<file path="config.mk">
export PLATFORM = sky130hd
export DESIGN_NAME = gpfr_pin_mux
export DESIGN_NICKNAME = d
export VERILOG_FILES = /design/src/hdl/gpfr_pkg.sv /design/src/hdl/gpfr_sync3.sv /design/src/hdl/gpfr_pin_mux.sv
export SDC_FILE = /design/constraint.sdc
export NUM_CORES = 1
export LEC_CHECK = 0
export ABC_AREA = 1
export BUFFER_PORTS_ARGS = -buffer_cell sky130_fd_sc_hd__buf_2
export CORE_ASPECT_RATIO = 2
export CORE_MARGIN = 2
export CORE_UTILIZATION = 40
export CTS_CLUSTER_DIAMETER = 60
export DETAILED_ROUTE_END_ITERATION = 7
export HOLD_SLACK_MARGIN = 0.08
export PLACE_DENSITY = 0.76
export SYNTH_ARGS = -nofsm -noshare
export SYNTH_HDL_FRONTEND = slang
export SYNTH_SLANG_ARGS = --single-unit
</file>
<file path="constraint.sdc">
create_clock -name clk -period 2.1 [get_ports clk]
set_input_delay 0.42 -clock clk [delete_from_list [all_inputs] [get_ports clk]]
set_output_delay 0.42 -clock clk [all_outputs]
set_load 0.02 [all_outputs]
</file>
<file path="src/hdl/gpfr_pkg.sv">
// Constants for the pin function and reset-out block
package gpfr_pkg;
  localparam int PIN_COUNT = 8;
  localparam int LIRQ_COUNT = 4;
  localparam int RST_PIN_IDX = 4;
  localparam int RST_STRETCH_CYCLES = 512;
  localparam int CLK_FREQ_MHZ = 10;
  localparam int PLL_LOCK_TIME_US = 100;
  localparam int PLL_LOCK_CYCLES = PLL_LOCK_TIME_US * CLK_FREQ_MHZ;
  localparam int DEFAULT_VCO_RATIO = 4;
  localparam int STRETCH_W = 16;
  localparam int DIV_W = 4;
  localparam int BUS_CLK_DIV = 2;
  localparam int REF_CLK_DIV = 4;
  localparam logic [7:0] RST_PORTC_OE = 8'h10;
  localparam int SEL_W = 3;
  localparam logic [2:0] SEL_GPIO = 3'h0;
  localparam logic [2:0] SEL_SERIAL = 3'h1;
  localparam logic [2:0] SEL_DMA = 3'h2;
  localparam logic [2:0] SEL_CAM = 3'h3;
  localparam logic [2:0] SEL_DRAM = 3'h4;
  localparam logic [2:0] SEL_IRQ = 3'h5;
  localparam logic [2:0] SEL_RESET = 3'h6;
  typedef enum logic [1:0] {MODE_FUNCTIONAL, MODE_PLL_TEST, MODE_SELFTEST, MODE_SCAN} gpfr_mode_type;
endpackage

</file>
<file path="src/hdl/gpfr_sync3.sv">
// Three-flop synchroniser with agreement filter
`timescale 1ns/100ps
`default_nettype none
module gpfr_sync3
(
  input wire logic clk,
  input wire logic rst_b,
  input wire logic asyncIn,
  output logic syncOut
);
  logic meta_q;
  logic s2_q;
  logic s3_q;
  always_ff @(posedge clk)
  begin
    if (!rst_b)
    begin
      meta_q <= 1'b0;
      s2_q <= 1'b0;
      s3_q <= 1'b0;
      syncOut <= 1'b0;
    end
    else
    begin
      meta_q <= asyncIn;
      s2_q <= meta_q;
      s3_q <= s2_q;
      if (s2_q == s3_q)
        syncOut <= s3_q; // see
    end
  end
endmodule
`default_nettype wire

</file>
<file path="src/hdl/gpfr_pin_mux.sv">
// Port pin function selection, level interrupts and stretched reset output
`timescale 1ns/100ps
`default_nettype none
// Summary of operation
// Reset-out stretched 512 cycles, PLL off
// PLL on: stretch 100 us times ratio
// Reset pin is driven output after reset
// Reset-out shows chip reset state
// Port C pins 3..0 are level interrupts
// Interrupt inputs are asynchronous to clocks
// Interrupt follows input level, not software
// Three clock domains exist in device
// Three active-low straps select chip mode
// Each pin routes GPIO or one alternate
// Interrupt inputs synchronised before use
module gpfr_pin_mux #(
  parameter int PIN_W = gpfr_pkg::PIN_COUNT,
  parameter int STRETCH_COUNT = gpfr_pkg::RST_STRETCH_CYCLES,
  parameter int VCO_RATIO = gpfr_pkg::DEFAULT_VCO_RATIO,
  parameter int PLL_LOCK_COUNT = gpfr_pkg::PLL_LOCK_CYCLES * VCO_RATIO
)
(
  input wire logic clk,
  input wire logic rst_b,
  input wire logic pllEnable,
  input wire logic pll_test_strap_n,
  input wire logic selftest_strap_n,
  input wire logic scan_strap_n,
  input wire logic [PIN_W*gpfr_pkg::SEL_W-1:0] portASel,
  input wire logic [PIN_W*gpfr_pkg::SEL_W-1:0] portCSel,
  input wire logic [PIN_W-1:0] portAGpioOut,
  input wire logic [PIN_W-1:0] portAGpioOe,
  input wire logic [PIN_W-1:0] portAAltOut,
  input wire logic [PIN_W-1:0] portAAltOe,
  input wire logic [PIN_W-1:0] portCGpioOut,
  input wire logic [PIN_W-1:0] portCGpioOe,
  input wire logic [PIN_W-1:0] portCAltOut,
  input wire logic [PIN_W-1:0] portCAltOe,
  input wire logic [PIN_W-1:0] portAPinIn,
  input wire logic [PIN_W-1:0] portCPinIn,
  output logic [PIN_W-1:0] portAPinOut,
  output logic [PIN_W-1:0] portAPinOe,
  output logic [PIN_W-1:0] portCPinOut,
  output logic [PIN_W-1:0] portCPinOe,
  output logic [PIN_W-1:0] portAIn,
  output logic [PIN_W-1:0] portCIn,
  output logic [gpfr_pkg::LIRQ_COUNT-1:0] level_irq_pins,
  output logic chipInReset,
  output logic [1:0] chipMode,
  output logic busTick,
  output logic refTick
);
  logic [PIN_W-1:0] portASync;
  logic [PIN_W-1:0] portCSync;
  logic [gpfr_pkg::STRETCH_W-1:0] stretch_q;
  logic [gpfr_pkg::STRETCH_W-1:0] stretch_d;
  logic [gpfr_pkg::STRETCH_W-1:0] stretchLimit;
  logic stretchDone;
  logic [PIN_W-1:0] aOutD;
  logic [PIN_W-1:0] aOeD;
  logic [PIN_W-1:0] cOutD;
  logic [PIN_W-1:0] cOeD;
  logic [2:0] strapSync;
  gpfr_pkg::gpfr_mode_type modeD;
  logic [gpfr_pkg::DIV_W-1:0] busDiv_q;
  logic [gpfr_pkg::DIV_W-1:0] busDiv_d;
  logic [gpfr_pkg::DIV_W-1:0] refDiv_q;
  logic [gpfr_pkg::DIV_W-1:0] refDiv_d;
  logic busWrap;
  logic refWrap;

  genvar i;
  generate
    for (i = 0; i < PIN_W; i++)
    begin : g_sync
      gpfr_sync3 u_sync_a
      (
        .clk(clk),
        .rst_b(rst_b),
        .asyncIn(portAPinIn[i]),
        .syncOut(portASync[i])
      );
      gpfr_sync3 u_sync_c
      (
        .clk(clk),
        .rst_b(rst_b),
        .asyncIn(portCPinIn[i]),
        .syncOut(portCSync[i])
      );
      wire logic [2:0] selA = portASel[i*gpfr_pkg::SEL_W +: gpfr_pkg::SEL_W];
      wire logic [2:0] selC = portCSel[i*gpfr_pkg::SEL_W +: gpfr_pkg::SEL_W];
      wire logic useAAlt = (selA != gpfr_pkg::SEL_GPIO);
      wire logic useCAlt = (selC != gpfr_pkg::SEL_GPIO);
      assign aOutD[i] = useAAlt ? portAAltOut[i] : portAGpioOut[i];
      assign aOeD[i] = useAAlt ? portAAltOe[i] : portAGpioOe[i];
      if (i == gpfr_pkg::RST_PIN_IDX)
      begin : g_rst
        wire logic isRst = (selC == gpfr_pkg::SEL_RESET);
        // Active-low reset output while chip is held or stretching
        assign cOutD[i] = isRst ? !(chipInReset || !stretchDone) :
                          (useCAlt ? portCAltOut[i] : portCGpioOut[i]);
        assign cOeD[i] = isRst ? 1'b1 : (useCAlt ? portCAltOe[i] : portCGpioOe[i]);
      end
      else
      begin : g_norm
        wire logic cIsIrq = (selC == gpfr_pkg::SEL_IRQ);
        assign cOutD[i] = useCAlt ? portCAltOut[i] : portCGpioOut[i];
        assign cOeD[i] = cIsIrq ? 1'b0 : (useCAlt ? portCAltOe[i] : portCGpioOe[i]);
      end
    end
  endgenerate

  generate
    for (i = 0; i < 3; i++)
    begin : g_strap
      wire logic strapIn = (i == 0) ? pll_test_strap_n :
                           ((i == 1) ? selftest_strap_n : scan_strap_n);
      gpfr_sync3 u_sync_s
      (
        .clk(clk),
        .rst_b(rst_b),
        // Inverted so the reset value of the flops means no strap asserted
        .asyncIn(!strapIn),
        .syncOut(strapSync[i])
      );
    end
  endgenerate

  // Strap decode, scan highest priority; synced straps are active high
  assign modeD = strapSync[2] ? gpfr_pkg::MODE_SCAN :
                 (strapSync[1] ? gpfr_pkg::MODE_SELFTEST :
                 (strapSync[0] ? gpfr_pkg::MODE_PLL_TEST : gpfr_pkg::MODE_FUNCTIONAL));

  // Stretch length depends on PLL use
  assign stretchLimit = pllEnable ? gpfr_pkg::STRETCH_W'(PLL_LOCK_COUNT) :
                        gpfr_pkg::STRETCH_W'(STRETCH_COUNT);
  assign stretchDone = (stretch_q >= stretchLimit);
  assign stretch_d = stretchDone ? stretch_q : stretch_q + 1'b1;

  // Bus and reference rates as one-cycle enables of the single clock
  assign busWrap = (busDiv_q == gpfr_pkg::DIV_W'(gpfr_pkg::BUS_CLK_DIV - 1));
  assign refWrap = (refDiv_q == gpfr_pkg::DIV_W'(gpfr_pkg::REF_CLK_DIV - 1));
  assign busDiv_d = busWrap ? '0 : busDiv_q + 1'b1;
  assign refDiv_d = refWrap ? '0 : refDiv_q + 1'b1;

  // Reset state and stretch counter
  always_ff @(posedge clk)
  begin
    if (!rst_b)
    begin
      stretch_q <= '0;
      chipInReset <= 1'b1;
    end
    else
    begin
      stretch_q <= stretch_d;
      chipInReset <= 1'b0;
    end
  end

  // Port A drive
  always_ff @(posedge clk)
  begin
    if (!rst_b)
    begin
      portAPinOut <= '0;
      portAPinOe <= '0;
    end
    else
    begin
      portAPinOut <= aOutD;
      portAPinOe <= aOeD;
    end
  end

  // Port C drive, reset pin left as an active output by reset
  always_ff @(posedge clk)
  begin
    if (!rst_b)
    begin
      portCPinOut <= '0;
      portCPinOe <= PIN_W'(gpfr_pkg::RST_PORTC_OE);
    end
    else
    begin
      portCPinOut <= cOutD;
      portCPinOe <= cOeD;
    end
  end

  // Synchronised pin levels and level interrupts
  always_ff @(posedge clk)
  begin
    if (!rst_b)
    begin
      portAIn <= '0;
      portCIn <= '0;
      level_irq_pins <= '0;
    end
    else
    begin
      portAIn <= portASync;
      portCIn <= portCSync;
      level_irq_pins <= portCSync[gpfr_pkg::LIRQ_COUNT-1:0]; // see
    end
  end

  // Chip mode from the straps
  always_ff @(posedge clk)
  begin
    if (!rst_b)
    begin
      chipMode <= gpfr_pkg::MODE_FUNCTIONAL;
    end
    else
    begin
      chipMode <= modeD;
    end
  end

  // Rate dividers for the bus and reference domains
  always_ff @(posedge clk)
  begin
    if (!rst_b)
    begin
      busDiv_q <= '0;
      refDiv_q <= '0;
      busTick <= 1'b0;
      refTick <= 1'b0;
    end
    else
    begin
      busDiv_q <= busDiv_d;
      refDiv_q <= refDiv_d;
      busTick <= busWrap;
      refTick <= refWrap;
    end
  end
endmodule
`default_nettype wire

</file>
==> reports/metrics.csv, run 1 <==
stage,metric,value,unit
setup_path,cp-start-kind,register,
logic_synthesis,synth_area_leaders,"dfxtp_1 55%, nand2_1 10%, inv_1 9.0%, nor2_1 5.1%, a21oi_1 4.0%",
detailed_routing,drc,0,
clocking,cts_max_path_buffers,2,
logic_synthesis,ys_types,26,
global_route,grt_use_total,0.160,
outcome,status,finished clean,
placement,place.gp.congestion,0.831,
clocking,root_buffer,clkbuf_16,
clocking,path_clk_slew,70,ps
placement,port_buffers,190,
cells_and_area,n_fill_cell,1297,
logic_synthesis,yosys_warnings,0,
detailed_routing,route.vias.total,4888,
setup_path,critPathKind,register to register,
global_route,grt_pass1_wl,19.0,mm
clocking,cts_sinks,153,
floorplanning,die_area,14900,um2
timing,setup-tns-final,0,ps
pwr,p_leak,4.18,nW
floorplanning,ios,191,
timing,tightest_slew,707,ps
cells_and_area,drive_above_1_share,0.261,
timing,fmax,595,MHz
timing,fin_skew,10.5,ps
timing,maxSlewViolCount,0,
cells_and_area,nets,1045,
logic_synthesis,synth_top_cell_area_share,0.551,
timing,final-setup-viol-count,0,
global_route,grt-ovfl-total,0,
cells_and_area,area_growth,30.5,%
timing,final.setup.worst_slack,419,ps
clocking,cts_tree,built,
floorplanning,fp.coreArea,13700,um2
setup_path,critPathCaptureType,register,
logic_synthesis,yosysTopAreaCell,dfxtp_1,
logic_synthesis,syn_area_per_cell,7.87,um2
floorplanning,die_y,171,um
placement,dp_slack,213,ps
detailed_routing,ant_nets,0,
clocking,htree_levels,4,
logic_synthesis,seq_area_frac_synth,0.551,
clocking,postCtsSetupRepairBufs,0,
clocking,postCtsResizedCells,0,
floorplanning,num_rows,61,
detailed_routing,drt-pass1-iter-count,4,
detailed_routing,via_per_inst,4.56,
cells_and_area,antenna_cells,0,
logic_synthesis,syn_inst,707,
setup_path,crit_arrival,1940,ps
run,maxCapViolations,0,
cells_and_area,post-route-util,0.528,
floorplanning,die_w,87.4,um
detailed_routing,drt_iter0_drc,177,
logic_synthesis,syn_nets,851,
timing,rsz0062_at_grt,no,
clocking,clk_latency,410,ps
timing,final.min_clock_period,1680,ps
floorplanning,initial_core_util,0.405,
min_path,hold_class,primary input to register,
logic_synthesis,synth_seq_cells,153,
global_route,grt_pass1_vias,4594,
placement,hpwlAfterDp,8.89,mm
timing,hold_viol_final,0,
detailed_routing,wl,12.0,mm
timing,slew_headroom,0.528,
pwr,irDropWorstVdd,632,uV
clocking,cts_buffers,17,
setup_path,worstPathMaxFanout,13,
pwr,total_power,6.70,mW
clocking,cts_hold_buf,0,
detailed_routing,routedWlPerCell,11.2,um
pwr,power_density,923,nW/um2
setup_path,crit_required,2350,ps
timing,min_period_over_period,0.800,
global_route,grt_max_degree,35,
logic_synthesis,synthesis.area,5560,um2
global_route,antenna_found_initial,0,
## worst max-delay path: stages (launching register included)
cell and delay (ps):
dfxtp_1 440, ha_1 290, nand2_1 70, inv_1 40, nand2_2 70, nor2_4 40, nand2_1 70, nand3_2 260
nand2_1 150, a21oi_1 80
## cell usage in the layout (no fill, tap or decap), types with 2 or more instances in the layout
master	Yosys	layout
ha_1	10	10
nor2_2	2	2
nand4_1	5	5
inv_8	0	4
nand2_1	155	155
dfxtp_1	153	153
nand3_1	33	33
or2_2	3	3
o21ai_0	28	28
nand3b_1	2	2
xnor2_1	2	2
buf_2	8	189
a21oi_1	44	44
bufinv_16	0	2
buf_4	5	7
nor2_1	75	75
o21bai_1	16	16
nor3_1	16	16
inv_6	0	5
inv_1	133	133
clkbuf_16	0	17
xor2_1	3	3
## metrics by stage
stage | instances | instance area, um2 | hold WS, ps
after CTS | 1071 | 7260 | 133
after global routing | 1071 | 7260 | 141
final | 1071 | 7260 | 156
after detailed placement | 1039 | 6640 | 398
after floorplan | 707 | 5560 | 390
after global placement | 1039 | 6640 | 392
## cells by family (layout without fill, tap and decap cells)
logic type,Yosys count,after routing,share of synthesized area
xor gates and xnor gates,5,5,0.00788
AOI/OAI and AO/OA,90,90,0.0895
and+or+nand+nor,294,294,0.218
DFF,153,153,0.551
buffers and inverters,155,362,0.111
adders and majority gates,10,10,0.0225
## power by group
part	internal (mW)	switching, mW	total (mW)
Clock	1.84	1.29	3.13
Combinational	0.213	0.291	0.504
Sequential	3.02	0.0494	3.07
## layer usage
metal / share of wire / vias to the layer above / track usage
met4: 0.014 / 0 / 0.0615
li1: - / 2544 / -
met3: 0.081 / 12 / 0.0468
met2: 0.51 / 207 / 0.301
met1: 0.39 / 2125 / 0.160
met5: 0 / - / 0
## cell usage after synthesis, drive strengths merged
cell type	instances
clkbuf	7
o21bai	16
buf	14
nand2	156
dfxtp	153
nor2	78
xor2	3
or2	3
o21ai	29
nand4	5
a21oi	45
nand3	34
nand3b	2
ha	10
xnor2	2
nor3	16
inv	134
## worst paths after layout
kind / start / to / slack [ps] / cells past startpoint
max: stretch_q[10] / stretch_q[4] / 420 / 9
min: selftest_strap_n / g_strap[1].u_sync_s.meta_q / 160 / 2
max reg2reg: stretch_q[10] / stretch_q[4] / 420 / 9
min reg2reg: g_sync[5].u_sync_a.meta_q / g_sync[5].u_sync_a.s2_q / 410 / 2
## cell type report
type                            instances  area [um2]  share of cell area
Tap cell                              157         196              0.0271
Clock inverter                         14         179              0.0246
Sequential cell                       153        3060               0.422
Multi-Input combinational cell        399        1880               0.259
Inverter                              134         503              0.0693
Clock buffer                           18         439              0.0605
Timing Repair Buffer                  196         998               0.138
## flip-flops by register name (all words and copies together) (netlist names), 4 cells and up
name / count
g_sync.u_sync_a.s2_q: 8
portCIn: 8
g_sync.u_sync_c.s2_q: 8
g_sync.u_sync_c.meta_q: 8
portCPinOut: 8
stretch_q: 16
refDiv_q: 4
g_sync.u_sync_a.syncOut: 8
busDiv_q: 4
g_sync.u_sync_c.syncOut: 8
portAPinOut: 8
portAPinOe: 8
portCPinOe: 8
g_sync.u_sync_a.s3_q: 8
g_sync.u_sync_a.meta_q: 8
g_sync.u_sync_c.s3_q: 8
portAIn: 8
Power figures use the tool's default switching activity.
==> run 2: changes to the inputs <==
- ABC_AREA: 1 -> 0
- PLACE_DENSITY: 0.76 -> 0.79
- clock period: 2.1 -> 1.5 ns (I/O delays scaled with it)
==> run 2 against run 1 <==
Compared with the run above:
- the flow now finishes with violations (negative setup slack)
- worst setup slack got worse by 840 ps
- wire length rose by 0.42%
- synthesized area fell by 2.8%
- critical path depth fell by 2
- clock skew fell by 3.2 ps
- critical endpoint is now stretch_q[10]
- largest cell class unchanged
- largest power group is now registers
==> reports/metrics.csv, run 2 <==
stage,metric,value,unit
timing,final.setup.worst_slack,-420,ps
placement,dpl.cell_count,891,
clocking,root_buffer,clkbuf_16,
logic_synthesis,yosysMostFrequentCell,dfxtp_1,
pwr,p_leak,3.36,nW
placement,place.gp.congestion,0.862,
global_route,grt_use_total,0.172,
pwr,power_density,1230,nW/um2
global_route,grt_max_degree,62,
detailed_routing,ant_nets,0,
timing,maxSlewViolCount,0,
logic_synthesis,async_reset_ff_frac,0,
floorplanning,fp.coreArea,13400,um2
logic_synthesis,synth_top_cell_area_share,0.566,
logic_synthesis,seq_area_frac_synth,0.566,
global_route,grt_pass1_wl,19.6,mm
global_route,antenna_found_initial,1,
timing,final-setup-viol-count,14,
timing,tightest_slew,427,ps
logic_synthesis,ys.flop_type,dfxtp_1,
cells_and_area,largest_register_ffs,16,
min_path,hold_class,primary input to register,
floorplanning,die_w,86.2,um
logic_synthesis,synth_seq_cells,153,
setup_path,path_delay_family,compound AO/OA/AOI/OAI gates,
pwr,p_comb_frac,0.085,
detailed_routing,drc,0,
pwr,netSwitchingFraction,0.228,
logic_synthesis,synthesis.area,5410,um2
cells_and_area,post-route-util,0.566,
logic_synthesis,syn_inst,544,
run,maxCapViolations,0,
setup_path,critPathCaptureType,register,
setup_path,path_cells,inv_2 > ha_4 > and4b_1 > a221o_2 > buf_4 > a2111oi_4 > mux2i_1,
global_route,grt-ovfl-total,0,
placement,dp_slack,-629,ps
timing,min_period_over_period,1.28,
setup_path,crit_required,1830,ps
clocking,path_clk_slew,60,ps
floorplanning,die_area,14500,um2
outcome,status,"finished, violations left",
floorplanning,initial_core_util,0.405,
setup_path,critPathBufInv,2,
logic_synthesis,syn_nets,688,
cells_and_area,nets,914,
timing,fin_skew,7.34,ps
floorplanning,die_y,168,um
detailed_routing,wl,12.0,mm
detailed_routing,routedWlPerCell,12.8,um
timing,fmax,521,MHz
timing,hold_viol_final,0,
detailed_routing,drt_iter0_drc,131,
logic_synthesis,yosys_warnings,0,
detailed_routing,via_per_inst,4.85,
logic_synthesis,synth_area_leaders,"dfxtp_1 57%, and2_1 8.4%, mux2i_1 6.5%, nor2_1 3.7%, nand2_1 2.8%",
outcome,failed_checks,negative setup slack,
clocking,htree_levels,4,
floorplanning,num_rows,60,
pwr,irDropWorstVdd,798,uV
clocking,cts_sinks,153,
timing,slew_headroom,0.713,
detailed_routing,drt-pass1-iter-count,4,
cells_and_area,n_fill_cell,1181,
setup_path,worstPathMaxFanout,5,
timing,rsz0062_at_grt,yes,
setup_path,slowest_stage,a221o_2,
setup_path,cp-start-kind,register,
pwr,seqPwrFrac,0.460,
setup_path,max_stage_delay,400,ps
floorplanning,ios,191,
cells_and_area,layout_common_cells,"190 x buf_2, 149 x dfxtp_1, 73 x and2_1",
logic_synthesis,yosys-top-cells-count,"153 x dfxtp_1, 73 x and2_1, 53 x nor2_1",
cells_and_area,final_common_cell,buf_2,
logic_synthesis,syn_area_per_cell,9.94,um2
timing,final.min_clock_period,1920,ps
logic_synthesis,ys_types,34,
clocking,cts_tree,built,
cells_and_area,drive_above_1_share,0.354,
pwr,p_clk_frac,0.454,
placement,hpwlAfterDp,8.76,mm
setup_path,critPathKind,register to register,
logic_synthesis,yosysTopAreaCell,dfxtp_1,
setup_path,crit_arrival,2250,ps
global_route,grt_pass1_vias,4582,
cells_and_area,largest_register,stretch_q,
detailed_routing,route.vias.total,4554,
pwr,p_int,7.17,mW
cells_and_area,final_cells,939,
clocking,cts_buffers,17,
clocking,cts_max_path_buffers,2,
logic_synthesis,synth_edf_count,0,
placement,port_buffers,190,
pwr,switching_power,2.12,mW
cells_and_area,area_growth,40.0,%
clocking,clk_latency,410,ps
run 2: routing by layer:
metal / track usage / vias up / wire [um]
li1: - / 2276 / -
met5: 0 / - / 0
met4: 0.106 / 0 / 575
met1: 0.156 / 2066 / 4250
met2: 0.319 / 177 / 6540
met3: 0.0544 / 35 / 683
run 2: area by class of cell:
| cell class | count | area [um2] | share of cell area |
|---|---|---|---|
| inverters | 10 | 40.0 | 0.00529 |
| clock inverters | 11 | 138 | 0.0182 |
| diodes | 1 | 2.50 | 0.000331 |
| flip-flops and latches | 153 | 3070 | 0.406 |
| repair buffers | 231 | 1330 | 0.176 |
| clock buffers | 21 | 460 | 0.0608 |
| multi-input cells | 357 | 2330 | 0.308 |
| well taps | 155 | 194 | 0.0256 |
run 2: logic make-up (layout without fill, tap and decap cells):
group	Yosys count	count (layout)	synth area share
XOR/XNOR	2	2	0.00324
other	0	1	0
buffers and inverters	34	273	0.0271
multiplexers	37	37	0.0690
flip-flops	153	153	0.566
adder cells (fa/ha/maj)	10	10	0.0231
AND/OR/NAND/NOR	227	227	0.214
AO/OA/AOI/OAI	81	81	0.0972
run 2: final timing paths:
check                        startpoint                         to  slack, ps  cells after the start
min                       portCPinIn[3]  g_sync[3].u_sync_c.meta_q         90                      2
max reg2reg                stretch_q[5]              stretch_q[10]       -420                      7
min reg2reg  g_strap[2].u_sync_s.meta_q   g_strap[2].u_sync_s.s2_q        430                      1
max                        stretch_q[5]              stretch_q[10]       -420                      7
run 2: repair_timing:
| item | CTS | global route |
|---|---|---|
| gates resized for setup | 12 | 1 |
| endpoints found under the setup margin | 14 | 14 |
| endpoints found under the hold margin | 10 | 0 |
| pin swaps | 5 | 3 |
| buffers inserted | 4 | 1 |
| hold buffers | 10 | 0 |
run 2: power groups by stage:
stage | registers (mW) | clock network [mW] | logic, mW
finish | 4.27 | 4.22 | 0.793
floorplan | 4.44 | 0 | 0.293
global placement | 4.36 | 0 | 0.722
CTS | 4.27 | 4.33 | 0.793
detailed placement | 4.36 | 0 | 0.742
global route | 4.29 | 4.51 | 0.876
run 2: per-stage QoR:
step,setup TNS [ps],hold slack (ps),power (mW),area (um2)
2_1_floorplan,-3380,372,4.73,5500
3_3_place_gp,-7380,415,5.08,6760
3_5_place_dp,-7900,419,5.10,6760
4_1_cts,-5030,82.2,9.40,7560
5_1_grt,-6490,82.5,9.67,7570
6_report,-5410,90.8,9.29,7570
